--- src/pkg/din_cond_consts.vh ---
// constants for the digital input conditioner
// included by src/digital_input_conditioner.v
`ifndef DIN_COND_CONSTS_VH
`define DIN_COND_CONSTS_VH

`define DC_CLK_HZ 200000000
`define DC_SAMPLE_MS 2
`define DC_SAMPLE_CYC ((`DC_CLK_HZ / 1000) * `DC_SAMPLE_MS)

// register byte addresses
`define DC_ADDR_CTRL 12'h000
`define DC_ADDR_FUNC_LO 12'h004
`define DC_ADDR_FUNC_HI 12'h008
`define DC_ADDR_DEB_LO 12'h00C
`define DC_ADDR_DEB_HI 12'h010
`define DC_ADDR_STATUS 12'h014
`define DC_ADDR_QSDEC 12'h018

// ctrl fields
`define DC_CTRL_INV_LSB 0
`define DC_CTRL_LVL_LSB 8
`define DC_CTRL_QSDONE_BIT 16

// function codes, 4 bits per input, all eight in FUNC_LO; the HI register is not decoded
`define DC_FN_NONE 4'h0
`define DC_FN_BRAKE 4'h1
`define DC_FN_POSLIM 4'h2
`define DC_FN_NEGLIM 4'h3
`define DC_FN_HOME 4'h4
`define DC_FN_QSTOP 4'h5
`define DC_FN_AUTOMAN 4'h6
`define DC_FN_CDIS 4'h7

// reset values
`define DC_RST_FUNC 32'h00000000
`define DC_RST_DEB 32'h01010101
`define DC_RST_CTRL 32'h00000000
`define DC_RST_QSDEC 32'h000186A0

`endif

--- src/src/digital_input_conditioner.v ---
// digital input conditioner: debounce, invert, trigger mode and function dispatch for eight inputs
// assumes inputs already synchronous to i_clk_sys; motion control consumes the dispatched strobes
//
// Added by the designer: the APB slave port and the register addresses.
`timescale 1ns/1ps
`include "din_cond_consts.vh"

module digital_input_conditioner (
	input wire i_clk_sys,
	input wire i_resetn,
	input wire [7:0] i_din,
	input wire i_drive_enable_req,
	input wire i_psel,
	input wire i_penable,
	input wire i_pwrite,
	input wire [11:0] i_paddr,
	input wire [31:0] i_pwdata,
	output wire o_pready,
	output wire o_pslverr,
	output reg [31:0] o_prdata,
	output reg o_drive_enable,
	output reg o_brake_release,
	output reg o_pos_limit,
	output reg o_neg_limit,
	output reg o_home_switch,
	output reg o_quickstop_req,
	output reg o_auto_mode,
	output reg o_decel_limit_en,
	output reg [31:0] o_decel_limit,
	output reg [7:0] o_func_strobe,
	output reg o_sample_tick
);
	reg [31:0] ctrl_r;
	reg [31:0] func_lo_r;
	reg [31:0] func_hi_r;
	reg [31:0] deb_lo_r;
	reg [31:0] deb_hi_r;
	reg [31:0] qsdec_r;
	reg [23:0] tick_cnt_r;
	reg [7:0] cond_r;
	reg [7:0] hold_r;
	reg [7:0] deb_cnt_r [0:7];
	reg cdis_latch_r;
	wire [63:0] func_all = {func_hi_r, func_lo_r};
	wire [63:0] deb_all = {deb_hi_r, deb_lo_r};
	wire [7:0] inv = ctrl_r[`DC_CTRL_INV_LSB +: 8];
	wire [7:0] lvl = ctrl_r[`DC_CTRL_LVL_LSB +: 8];
	wire qs_done = ctrl_r[`DC_CTRL_QSDONE_BIT];
	wire wr_en = i_psel & i_penable & i_pwrite;
	wire rd_en = i_psel & ~i_pwrite;
	wire mapped = (i_paddr == `DC_ADDR_CTRL) | (i_paddr == `DC_ADDR_FUNC_LO) |
		(i_paddr == `DC_ADDR_FUNC_HI) | (i_paddr == `DC_ADDR_DEB_LO) |
		(i_paddr == `DC_ADDR_DEB_HI) | (i_paddr == `DC_ADDR_STATUS) |
		(i_paddr == `DC_ADDR_QSDEC);
	// qs_done is written by motion control software after the stop
	wire [31:0] status = {8'h00, o_func_strobe, hold_r, cond_r};
	wire tick = (tick_cnt_r == (`DC_SAMPLE_CYC - 1));
	wire [7:0] raw_act = i_din ^ inv;
	reg [7:0] cond_nxt;
	reg [7:0] act_nxt;
	integer k;

	assign o_pready = 1'b1;
	assign o_pslverr = i_psel & i_penable & ~mapped;

	always @(posedge i_clk_sys) begin
		if (!i_resetn) begin
			ctrl_r <= `DC_RST_CTRL;
			func_lo_r <= `DC_RST_FUNC;
			func_hi_r <= `DC_RST_FUNC;
			deb_lo_r <= `DC_RST_DEB;
			deb_hi_r <= `DC_RST_DEB;
			qsdec_r <= `DC_RST_QSDEC;
			o_prdata <= 32'h00000000;
		end else begin
			if (wr_en) begin
				case (i_paddr)
				`DC_ADDR_CTRL: ctrl_r <= i_pwdata;
				`DC_ADDR_FUNC_LO: func_lo_r <= i_pwdata;
				`DC_ADDR_FUNC_HI: func_hi_r <= i_pwdata;
				`DC_ADDR_DEB_LO: deb_lo_r <= i_pwdata;
				`DC_ADDR_DEB_HI: deb_hi_r <= i_pwdata;
				`DC_ADDR_QSDEC: qsdec_r <= i_pwdata;
				default: ;
				endcase
			end
			if (rd_en & ~i_penable) begin
				case (i_paddr)
				`DC_ADDR_CTRL: o_prdata <= ctrl_r;
				`DC_ADDR_FUNC_LO: o_prdata <= func_lo_r;
				`DC_ADDR_FUNC_HI: o_prdata <= func_hi_r;
				`DC_ADDR_DEB_LO: o_prdata <= deb_lo_r;
				`DC_ADDR_DEB_HI: o_prdata <= deb_hi_r;
				`DC_ADDR_STATUS: o_prdata <= status;
				`DC_ADDR_QSDEC: o_prdata <= qsdec_r;
				default: o_prdata <= 32'h00000000;
				endcase
			end
		end
	end

	always @(posedge i_clk_sys) begin
		if (!i_resetn) begin
			tick_cnt_r <= 24'h000000;
			o_sample_tick <= 1'b0;
		end else begin
			tick_cnt_r <= tick ? 24'h000000 : tick_cnt_r + 24'h000001;
			o_sample_tick <= tick;
		end
	end

	// debounce compare; a count of zero acts as one
	always @* begin
		cond_nxt = cond_r;
		for (k = 0; k < 8; k = k + 1) begin
			if (!raw_act[k])
				cond_nxt[k] = 1'b0;
			// nine bits, so a saturated count cannot wrap to zero
			else if ({1'b0, deb_cnt_r[k]} + 9'h001 >= {1'b0, deb_all[k*8 +: 8]})
				cond_nxt[k] = 1'b1;
		end
	end

	always @* begin
		act_nxt = 8'h00;
		for (k = 0; k < 8; k = k + 1) begin
			if (lvl[k])
				act_nxt[k] = cond_nxt[k];
			else
				act_nxt[k] = cond_nxt[k] ^ cond_r[k];
		end
	end

	always @(posedge i_clk_sys) begin
		if (!i_resetn) begin
			cond_r <= 8'h00;
			o_func_strobe <= 8'h00;
			for (k = 0; k < 8; k = k + 1)
				deb_cnt_r[k] <= 8'h00;
		end else if (tick) begin
			cond_r <= cond_nxt;
			o_func_strobe <= act_nxt;
			for (k = 0; k < 8; k = k + 1) begin
				if (!raw_act[k])
					deb_cnt_r[k] <= 8'h00;
				else if (deb_cnt_r[k] != 8'hFF)
					deb_cnt_r[k] <= deb_cnt_r[k] + 8'h01;
			end
		end else begin
			o_func_strobe <= 8'h00;
		end
	end

	// edge and level mode alike take the debounced state at each tick; the mode only shapes the strobes
	always @(posedge i_clk_sys) begin
		if (!i_resetn)
			hold_r <= 8'h00;
		else if (tick)
			hold_r <= cond_nxt;
	end

	reg brake_n, pl_n, nl_n, hm_n, qs_n, am_n, cd_n;
	always @* begin
		brake_n = 1'b0;
		pl_n = 1'b0;
		nl_n = 1'b0;
		hm_n = 1'b0;
		qs_n = 1'b0;
		am_n = 1'b0;
		cd_n = 1'b0;
		for (k = 0; k < 8; k = k + 1) begin
			case (func_all[k*4 +: 4])
			`DC_FN_BRAKE: brake_n = brake_n | hold_r[k];
			`DC_FN_POSLIM: pl_n = pl_n | hold_r[k];
			`DC_FN_NEGLIM: nl_n = nl_n | hold_r[k];
			`DC_FN_HOME: hm_n = hm_n | hold_r[k];
			`DC_FN_QSTOP: qs_n = qs_n | hold_r[k];
			`DC_FN_AUTOMAN: am_n = am_n | hold_r[k];
			`DC_FN_CDIS: cd_n = cd_n | hold_r[k];
			default: ;
			endcase
		end
	end

	always @(posedge i_clk_sys) begin
		if (!i_resetn) begin
			o_drive_enable <= 1'b0;
			o_brake_release <= 1'b0;
			o_pos_limit <= 1'b0;
			o_neg_limit <= 1'b0;
			o_home_switch <= 1'b0;
			o_quickstop_req <= 1'b0;
			o_auto_mode <= 1'b0;
			o_decel_limit_en <= 1'b0;
			o_decel_limit <= 32'h00000000;
			cdis_latch_r <= 1'b0;
		end else begin
			// disable held until the controlled-disable input drops
			if (!cd_n)
				cdis_latch_r <= 1'b0;
			else if (qs_done)
				cdis_latch_r <= 1'b1;
			// raw input 0 gates the enable, not debounced
			o_drive_enable <= i_din[0] & i_drive_enable_req & ~cdis_latch_r;
			o_brake_release <= brake_n;
			o_pos_limit <= pl_n;
			o_neg_limit <= nl_n;
			o_home_switch <= hm_n;
			o_quickstop_req <= qs_n | cd_n;
			o_auto_mode <= am_n;
			o_decel_limit_en <= qs_n | cd_n;
			o_decel_limit <= qsdec_r;
		end
	end

endmodule
--- config.mk ---
export PLATFORM = sky130hd
export DESIGN_NAME = digital_input_conditioner
export DESIGN_NICKNAME = d
export VERILOG_FILES = /design/src/src/digital_input_conditioner.v
export VERILOG_INCLUDE_DIRS = /design/src /design/src/pkg
export SDC_FILE = /design/constraint.sdc
export NUM_CORES = 1
export LEC_CHECK = 0
export ABC_AREA = 1
export BUFFER_PORTS_ARGS = -buffer_cell sky130_fd_sc_hd__buf_2
export CAP_MARGIN = 25
export CORE_ASPECT_RATIO = 1.5
export CORE_MARGIN = 2
export CORE_UTILIZATION = 30
export DETAILED_ROUTE_END_ITERATION = 6
export GPL_TIMING_DRIVEN = 0
export PLACE_DENSITY = 0.46
export RECOVER_POWER = 25
export SLEW_MARGIN = 20
export SYNTH_ARGS = -nofsm -noshare
export SYNTH_HDL_FRONTEND = slang
export SYNTH_SLANG_ARGS = --single-unit
--- constraint.sdc ---
create_clock -name i_clk_sys -period 5 [get_ports i_clk_sys]
set_clock_uncertainty 0.2 [all_clocks]
set_input_delay 0.5 -clock i_clk_sys [delete_from_list [all_inputs] [get_ports i_clk_sys]]
set_output_delay 0.5 -clock i_clk_sys [all_outputs]
set_load 0.02 [all_outputs]
==> results of run 1 <==
## per-layer routing
layer / vias to the layer above / routed length, um
met2: 521 / 37100
met3: 145 / 3580
met5: - / 0
li1: 8433 / -
met1: 8194 / 28800
met4: 0 / 3980
## registers in the layout, summed over array words and instances, names as in the netlist, 8 cells and up
register,cells
func_lo_r,32
func_hi_r,32
hold_r,8
o_func_strobe,8
ctrl_r,32
o_prdata,32
qsdec_r,32
deb_lo_r,32
deb_hi_r,32
tick_cnt_r,24
o_decel_limit,32
deb_cnt_r,64
## kinds of logic after synthesis
family          Yosys count  share of synthesized area (%)
simple gates            946                           23.9
compound gates          548                           15.3
buf+inv                 464                           9.86
flops                   369                           43.3
fa+ha+maj                73                           4.93
xor+xnor                 56                           2.65
other cells               1                         0.0202
## layout by cell type, fill, tap and decap left out, types with 3 or more instances in the layout
master | Yosys | final
nor2_2 | 34 | 34
ha_1 | 73 | 73
inv_1 | 348 | 348
a21oi_1 | 247 | 247
nand2_2 | 8 | 8
clkinv_2 | 0 | 5
a21o_1 | 8 | 8
nand2_4 | 5 | 5
xnor2_1 | 12 | 12
xor2_1 | 44 | 44
nand4_1 | 33 | 33
edfxtp_1 | 64 | 64
nor4_1 | 9 | 9
nor2_4 | 17 | 17
o211a_1 | 4 | 4
nor3_2 | 5 | 5
dfxtp_1 | 305 | 305
a31oi_1 | 8 | 8
nand2_1 | 361 | 361
nor3b_1 | 4 | 4
nand3b_1 | 7 | 7
nor3_1 | 46 | 46
o21ai_1 | 40 | 40
buf_2 | 26 | 86
nand3_1 | 170 | 171
and3_1 | 3 | 3
o22ai_1 | 7 | 7
clkinv_1 | 1 | 3
clkbuf_1 | 71 | 159
o21ai_0 | 224 | 224
clkbuf_8 | 0 | 8
or2_2 | 6 | 6
o211ai_1 | 4 | 4
buf_4 | 8 | 7
buf_6 | 3 | 4
clkbuf_16 | 0 | 43
inv_2 | 7 | 7
nor2_1 | 224 | 224
## worst max-delay path, delay by kind of cell (launching register included)
family,cells,cell delay [ps]
buffers and inverters,2,420
adder cells (fa/ha/maj),1,180
AO/OA/AOI/OAI,1,720
flip-flops,1,370
AND/OR/NAND/NOR,6,930
## per-stage QoR
step | util [%] | total power, mW | area, sq um
2_1_floorplan | - | 3.34 | 18500
3_3_place_gp | 33.1 | 3.51 | 20200
3_5_place_dp | 33.1 | 3.52 | 20200
4_1_cts | 35.3 | 6.57 | 21600
5_1_grt | 35.1 | 6.71 | 21400
6_report | 35.1 | 6.51 | 21500
## what timing repair did
action / in CTS / in global routing
buffers inserted: 0 / 0
setup endpoints to repair: 0 / 0
hold buffers: 2 / 0
endpoints found under the hold margin: 1 / 0
## layout make-up
cell class	instances	area (sq um)
Multi-Input combinational cell	1624	8660
Clock inverter	11	95.1
Fill cell	6608	39700
Buffer	108	488
Timing Repair Buffer	141	624
Antenna cell	2	5.00
Tap cell	791	990
Clock buffer	61	1220
Inverter	356	1340
Sequential cell	369	8030
## power breakdown
group | internal (mW) | switching, mW | total, mW
logic | 0.110 | 0.275 | 0.385
registers | 3.04 | 0.0212 | 3.07
clock network | 1.74 | 1.31 | 3.06
## worst paths after layout
check                start                 to  slack [ps]  cells past startpoint
max          tick_cnt_r[0]    deb_cnt_r[0][5]        1790                     10
min           i_pwdata[16]      func_lo_r[16]          90                      3
max reg2reg  tick_cnt_r[0]    deb_cnt_r[0][5]        1790                     10
min reg2reg    qsdec_r[29]  o_decel_limit[29]         220                      2
==> results.toml, run 1 <==
[outcome]
outcome = "finished clean"

[job]
cap_violations = 0

[worst_setup_path]
worstPathMaxFanout = 10
worst_ep_arrival_time_ps = 3210
path_cells = "ha_1 > nand2_1 > nor2_4 > nand2_1 > nor2_4 > nand4_2 > nand2_2 > inv_2 > buf_6 > a31oi_1"
required_ps = 5000
slowest_stage = "a31oi_1"
crit_path_max_incr_delay_ps = 720
critPathKind = "flip-flop to flip-flop"
crit_path_start_kind = "flip-flop"
endpoint_kind = "flip-flop"

[global_routing]
grt_busiest_layer = "met2"
grt_first_pass_wirelength_mm = 107
grt_pass1_vias = 17000
grt_use_met1_pct = 26.3
overflow = 0
grt_max_degree = 14
track_usage_pct = 22.9
met2_usage_pct = 41.3
antenna_found_initial = 2
gr-usage-met3_pct = 3.06

[synth]
postSynthCellCount = 2457
ys_ff_latch = 369
syn_area_sq_um = 18500
synth_area_leader_cell = "dfxtp_1"
synth_edf_count = 64
ys_seq_area_share_pct = 43.3
synth_common_cells = "nand2_1 (361), inv_1 (348), dfxtp_1 (305), a21oi_1 (247)"
postSynthAreaPerCell_sq_um = 7.54
synth_top_area_share_pct = 33.0
yosys-top-cells-area = "dfxtp_1 (33%), edfxtp_1 (10%), nand2_1 (7.3%)"
yosys_most_used_dff = "dfxtp_1"
synth_most_common_cell = "nand2_1"
synth_fp_nets = 2588
async_flop_share_pct = 0
synth.distinct_cells = 50
synth-warning-count = 0

[route]
routed_wl_mm = 73.4
vias = 17300
drc_errors = 0
wl_per_cell_um = 21.2
via_per_inst = 4.99
drt_iter0_markers = 1114
ant_nets = 0
drtPass1Iterations = 5

[placed_design]
gp_congestion = 0.928
dpl.hpwl_mm = 57.6
io_buffers = 138
dpl_worst_slack_ps = 1740
place_inst = 3387

[timing]
finalHoldViolations = 0
whs_ps = 93.7
worst_pin_slew_ps = 1000
tns_ps = 0
slew_viol_final = 0
maxClockFrequency_ghz = 0.311
period_minus_slack_ps = 3210
postLayoutSetupSlackWorst_ps = 1790
period_share_pct = 64.2
setup_viol = 0
rsz0062_at_grt = "no"
slew_headroom_pct = 33.2

[clock_network]
cts_buffer_depth = 3
clk_latency_ps = 590
clock_sinks = 369
cts-root-buf = "clkbuf_16"
cts_tree = "done"
clk_pin_slew_worst_paths_ps = 70
htreeDepth = 2
cts.repair.resized = 0
cts_made_buffers = 41

[layout]
final_cells = 3463
drive_gt1_share_pct = 9.40
layout.nets = 2772
area_delta_synth_final_pct = 15.8

[floorplan]
rows = 111
ios = 141
die-area_sq_um = 63800
core_sq_um = 61100
initial_core_util_pct = 30.3
fp.dieW_um = 207
die_h_um = 308

[min_path]
min_path_type = "primary input to flip-flop"

[power_and_ir_drop]
power_density_nw_per_um2 = 303
p_leak_nw = 8.40
vdd_drop_max_v = 0.000221
(Power assumes the default switching activity.)
==> run 2: changes to the inputs <==
Settings changed: PLACE_DENSITY 0.46 to 0.47.
Clock period 5 ns to 2.9 ns, I/O delays scaled along.
==> run 2 against run 1 <==
  * Via count increased by 0.90%
  * Clock power increased by 88%
  * Fmax increased by 13%
  * Final area increased by 3.2%
  * Power increased by 81%
  * Clock-buffer cell count increased by 2
  * Register-to-register slack got worse by 1700 ps
  * Largest cell class unchanged
==> results.toml, run 2 (synthesis gave the netlist of run 1 again) <==
[layout]
layout.nets = 2815
final_common_cell = "nand2_1"
top_register = "deb_cnt_r"
area_delta_synth_final_pct = 19.5
final_area_sq_um = 22100
largest_register_ffs = 64
diodes = 0
layout_common_cells = "nand2_1 (361), inv_1 (349), dfxtp_1 (305)"
drive_gt1_share_pct = 9.79

[timing]
slew_viol_final = 0
period_minus_slack_ps = 2840
period_share_pct = 97.9
tns_ps = 0
rsz0062_at_grt = "yes"
setup_viol = 0
slew_headroom_pct = 23.7
maxClockFrequency_ghz = 0.352
worst_pin_slew_ps = 1140
finalHoldViolations = 0

[global_routing]
grt_first_pass_wirelength_mm = 109
grt_max_degree = 15
grt_pass1_vias = 17200
track_usage_pct = 23.3
overflow = 0
antenna_found_initial = 0

[clock_network]
cts_buffer_depth = 3
cts-root-buf = "clkbuf_16"
clk_latency_ps = 590
htreeDepth = 2
cts_tree = "done"
clk_pin_slew_worst_paths_ps = 60
clock_sinks = 369
cts_made_buffers = 41

[floorplan]
rows = 111
core_sq_um = 61100
die-area_sq_um = 63800
fp.dieW_um = 207
die_h_um = 308
initial_core_util_pct = 30.3
ios = 141

[worst_setup_path]
worst_ep_arrival_time_ps = 2870
worstPathMaxFanout = 10
endpoint_kind = "flip-flop"
crit_path_start_kind = "flip-flop"
critPathKind = "flip-flop to flip-flop"
required_ps = 2940

[power_and_ir_drop]
power_density_nw_per_um2 = 531
total_power_mw = 11.7
p_leak_nw = 8.65
vdd_drop_max_v = 0.000410

[placed_design]
placed_area_sq_um = 20200
gp_congestion = 0.924
dpl.hpwl_mm = 57.6
io_buffers = 138

[outcome]
outcome = "finished clean"

[min_path]
min_path_type = "primary input to flip-flop"

[route]
ant_nets = 0
routed_wl_mm = 74.3
drtPass1Iterations = 5
wl_per_cell_um = 21.2
vias = 17400
drc_errors = 0
drt_iter0_markers = 1284
via_per_inst = 4.97

[job]
cap_violations = 0
==> run 2: cell types whose count changed in the layout (fill, tap and decap cells not counted), sizes merged, moves of 2 or more <==
cell	change
dlygate4sd3	+39
diode	-2
clkinv	-2
bufinv	+3
clkbuf	+8
buf	-2
==> run 2: per-layer routing <==
| metal | global-route usage [%] | up-vias | share of wire [%] |
|---|---|---|---|
| met5 | 0 | - | 0 |
| li1 | - | 8511 | - |
| met3 | 3.39 | 171 | 5.4 |
| met2 | 41.2 | 583 | 50 |
| met4 | 13.6 | 0 | 6.6 |
| met1 | 26.3 | 8183 | 38 |
==> run 2: area by class of cell <==
cell class              count  area, sq um
fillers                  6584        39000
multi-input cells        1624         8760
flip-flops and latches    369         8030
inverters                 356         1340
clock buffers              63         1260
repair buffers            184         1070
well taps                 791          990
plain buffers             108          490
clock inverters            13          198
==> run 2: critical path, stage by stage, from the launching register on <==
cell and delay (ps):
dfxtp_1 380, ha_1 190, nand2_1 100, nor2_4 140, nand2_1 100, nor2_4 140, nand4_2 250, nand2_4 170
inv_2 150, buf_6 250, nor2_2 390
==> run 2: final timing paths <==
path | start | to | slack (ps) | cells after the start
setup / recovery | tick_cnt_r[0] | deb_cnt_r[1][20] | 60 | 10
hold / removal | i_din[7] | hold_r[7] | 50 | 6
setup reg to reg | tick_cnt_r[0] | deb_cnt_r[1][20] | 60 | 10
hold reg to reg | qsdec_r[25] | o_decel_limit[25] | 230 | 2
==> run 2: power breakdown <==
group / internal [mW] / leakage, nW / switching, mW / total, mW
combinational: 0.235 / 4.83 / 0.482 / 0.717
sequential: 5.25 / 3.11 / 0.0367 / 5.28
clock: 3.39 / 0.715 / 2.36 / 5.75
==> run 2: timing repair <==
item                       4_1_cts  5_1_grt
buffers inserted                 0        3
pin swaps                        0        0
resized for setup               14        4
setup endpoints to repair       65       68
hold buffers                    41        0
hold endpoints to repair       196        0
==> run 2: through the flow <==
stage	worst slack [ps]	util [%]	cells	hold WS [ps]
floorplan	405	-	2457	198
global placement	-1260	33.1	3386	218
detailed placement	-456	33.1	3388	221
CTS	-4.40	36.3	3505	21.5
global route	-122	36.2	3508	67.4
finish	62.1	36.2	3508	45.6
==> run 3: changes to the inputs <==
Settings changed: PLACE_DENSITY 0.47 to 0.44, REMOVE_ABC_BUFFERS set to 1.
==> run 3 against run 2 <==
  * The flow now finishes with violations (design-rule violations)
  * Register-to-register slack improved by 130 ps
  * First-iteration DRC count is 44% lower
  * Wire length decreased by 15%
  * Global-route usage is 3.3 points lower
  * Non-clock buffer count fell by 88
  * Setup slack improved by 130 ps
  * Final cell count decreased by 2.6%
  * Combinational power is 6.3% lower
  * Critical path depth shrank 1
  * Power shrank 4.8%
  * Largest power group is now registers
==> results.toml, run 3 (synthesis gave the netlist of run 1 again) <==
[min_path]
min_path_type = "primary input to flip-flop"
hold_path_startpoint = "i_din[1]"
whs_path_depth = 6
hold_path_end = "hold_r[1]"

[worst_setup_path]
slowest_stage = "dfxtp_1"
crit_path_max_incr_delay_ps = 370
cp.depth = 9
crit_path_start_kind = "flip-flop"
crit_family = "simple AND/OR/NAND/NOR gates"
ff2ff_path_depth = 9
path_cells = "ha_1 > nand2_1 > nor2_4 > nand2_1 > nor2_4 > nand4_2 > nand2_8 > inv_4 > a31oi_4"
worst_ep_arrival_time_ps = 2740
required_ps = 2930
r2r_end = "deb_cnt_r[0][8]"
worstPathMaxFanout = 23
cp.buffers_inverters = 1
worstReg2RegStart = "tick_cnt_r[0]"
critPathKind = "flip-flop to flip-flop"
endpoint_kind = "flip-flop"
reg2reg_slack_ps = 190

[clock_network]
htreeDepth = 2
cts_made_buffers = 41
clk_latency_ps = 590
clk_pin_slew_worst_paths_ps = 60
cts_buffer_depth = 3
cts-root-buf = "clkbuf_16"
clock_sinks = 369
cts_tree = "done"
postCtsSetupBuffers = 0

[floorplan]
core_sq_um = 61100
initial_core_util_pct = 30.3
die_h_um = 308
fp.dieW_um = 207
ios = 141
die-area_sq_um = 63800
rows = 111

[timing]
worst_pin_slew_ps = 1260
rsz0062_at_grt = "no"
period_share_pct = 93.5
setup_viol = 0
slew_viol_final = 0
period_minus_slack_ps = 2710
slew_headroom_pct = 16.1
maxClockFrequency_ghz = 0.369
finalHoldViolations = 0
whs_ps = 43.3
postLayoutSetupSlackWorst_ps = 187

[layout]
final_cells = 3417
drive_gt1_share_pct = 9.56
fill_cells = 6595
final_common_cell = "nand2_1"
largest_register_ffs = 64
finish.utilization_pct = 35.9
diodes = 0
layout.nets = 2727
layout_common_cells = "nand2_1 (359), inv_1 (347), dfxtp_1 (305)"
final_area_sq_um = 21900
area_delta_synth_final_pct = 18.3
top_register = "deb_cnt_r"

[global_routing]
gr-usage-met3_pct = 2.46
overflow = 0
met2_usage_pct = 37.3
grt_use_met1_pct = 23.3
grt_first_pass_wirelength_mm = 96.3
track_usage_pct = 20.0
antenna_found_initial = 1
grt_pass1_vias = 16200
grt_max_degree = 128
grt_busiest_layer = "met2"

[route]
drtPass1Iterations = 7
ant_nets = 0
drc_errors = 4
routed_wl_mm = 63.3
vias = 16500
wl_per_cell_um = 18.5
drt_iter0_markers = 719
via_per_inst = 4.84

[power_and_ir_drop]
vdd_drop_max_v = 0.000360
p_leak_nw = 8.54
power_density_nw_per_um2 = 510

[job]
cap_violations = 0

[placed_design]
dpl.hpwl_mm = 44.0
dpl_worst_slack_ps = -615
place_inst = 3297
gp_congestion = 0.840
placed_area_sq_um = 20100
io_buffers = 139

[outcome]
outcome = "finished with violations"
violations = "design-rule violations"
-- run 3: changes by cell type in the layout (fill, tap and decap cells not counted), moves of 5 or more --
cell	before	now
clkbuf_1	166	92
buf_2	81	56
buf_16	0	5
nor2_4	18	23
-- run 3: metrics by stage --
stage               TNS (ps)  power [mW]
finish                     0        11.2
global placement    -1061100        5.99
floorplan             -20790        5.72
global route               0        11.6
CTS                        0        11.3
detailed placement    -52160        6.00
-- run 3: worst register-to-register path, stage by stage (launching register included) --
cell and delay [ps]:
dfxtp_1 370, ha_1 180, nand2_1 100, nor2_4 140, nand2_1 110, nor2_4 140
nand4_2 250, nand2_8 250, inv_4 230, a31oi_4 390
-- run 3: repair_timing --
action / CTS / global route
gates cloned: 0 / 0
resized for setup: 19 / 6
endpoints found under the hold margin: 200 / 0
hold buffers: 47 / 0
setup endpoints to repair: 65 / 37
-- run 3: layout make-up --
| cell class | instances | area (sq um) | area share, % |
|---|---|---|---|
| repair buffers | 204 | 1390 | 6.34 |
| clock buffers | 63 | 1260 | 5.76 |
| well taps | 791 | 990 | 4.52 |
| inverters | 356 | 1350 | 6.17 |
| multi-input cells | 1624 | 8830 | 40.3 |
| flip-flops and latches | 369 | 8030 | 36.6 |
| clock inverters | 10 | 65.1 | 0.297 |
-- run 3: how the worst max path moves through the flow --
stage / start / endpoint / slack, ps
floorplan: i_penable / o_prdata[0] / -650
global placement: i_resetn / deb_cnt_r[0][4] / -5760
detailed placement: tick_cnt_r[20] / deb_cnt_r[1][0] / -620
CTS: i_paddr[11] / o_pslverr / 30
global route: deb_cnt_r[0][16] / o_func_strobe[2] / 6
finish: tick_cnt_r[0] / deb_cnt_r[0][8] / 190
-- run 3: power breakdown --
part	switching (mW)	total [mW]	internal, mW
Sequential	0.0363	5.29	5.25
Combinational	0.439	0.672	0.233
Clock	2.23	5.23	3.00
Total	2.70	11.2	8.48
-- run 3: per-layer routing --
metal | vias to the layer above | share of wire, %
met3 | 84 | 3.4
met5 | - | 0
met4 | 0 | 2.8
met2 | 313 | 52
met1 | 7778 | 41
li1 | 8356 | -
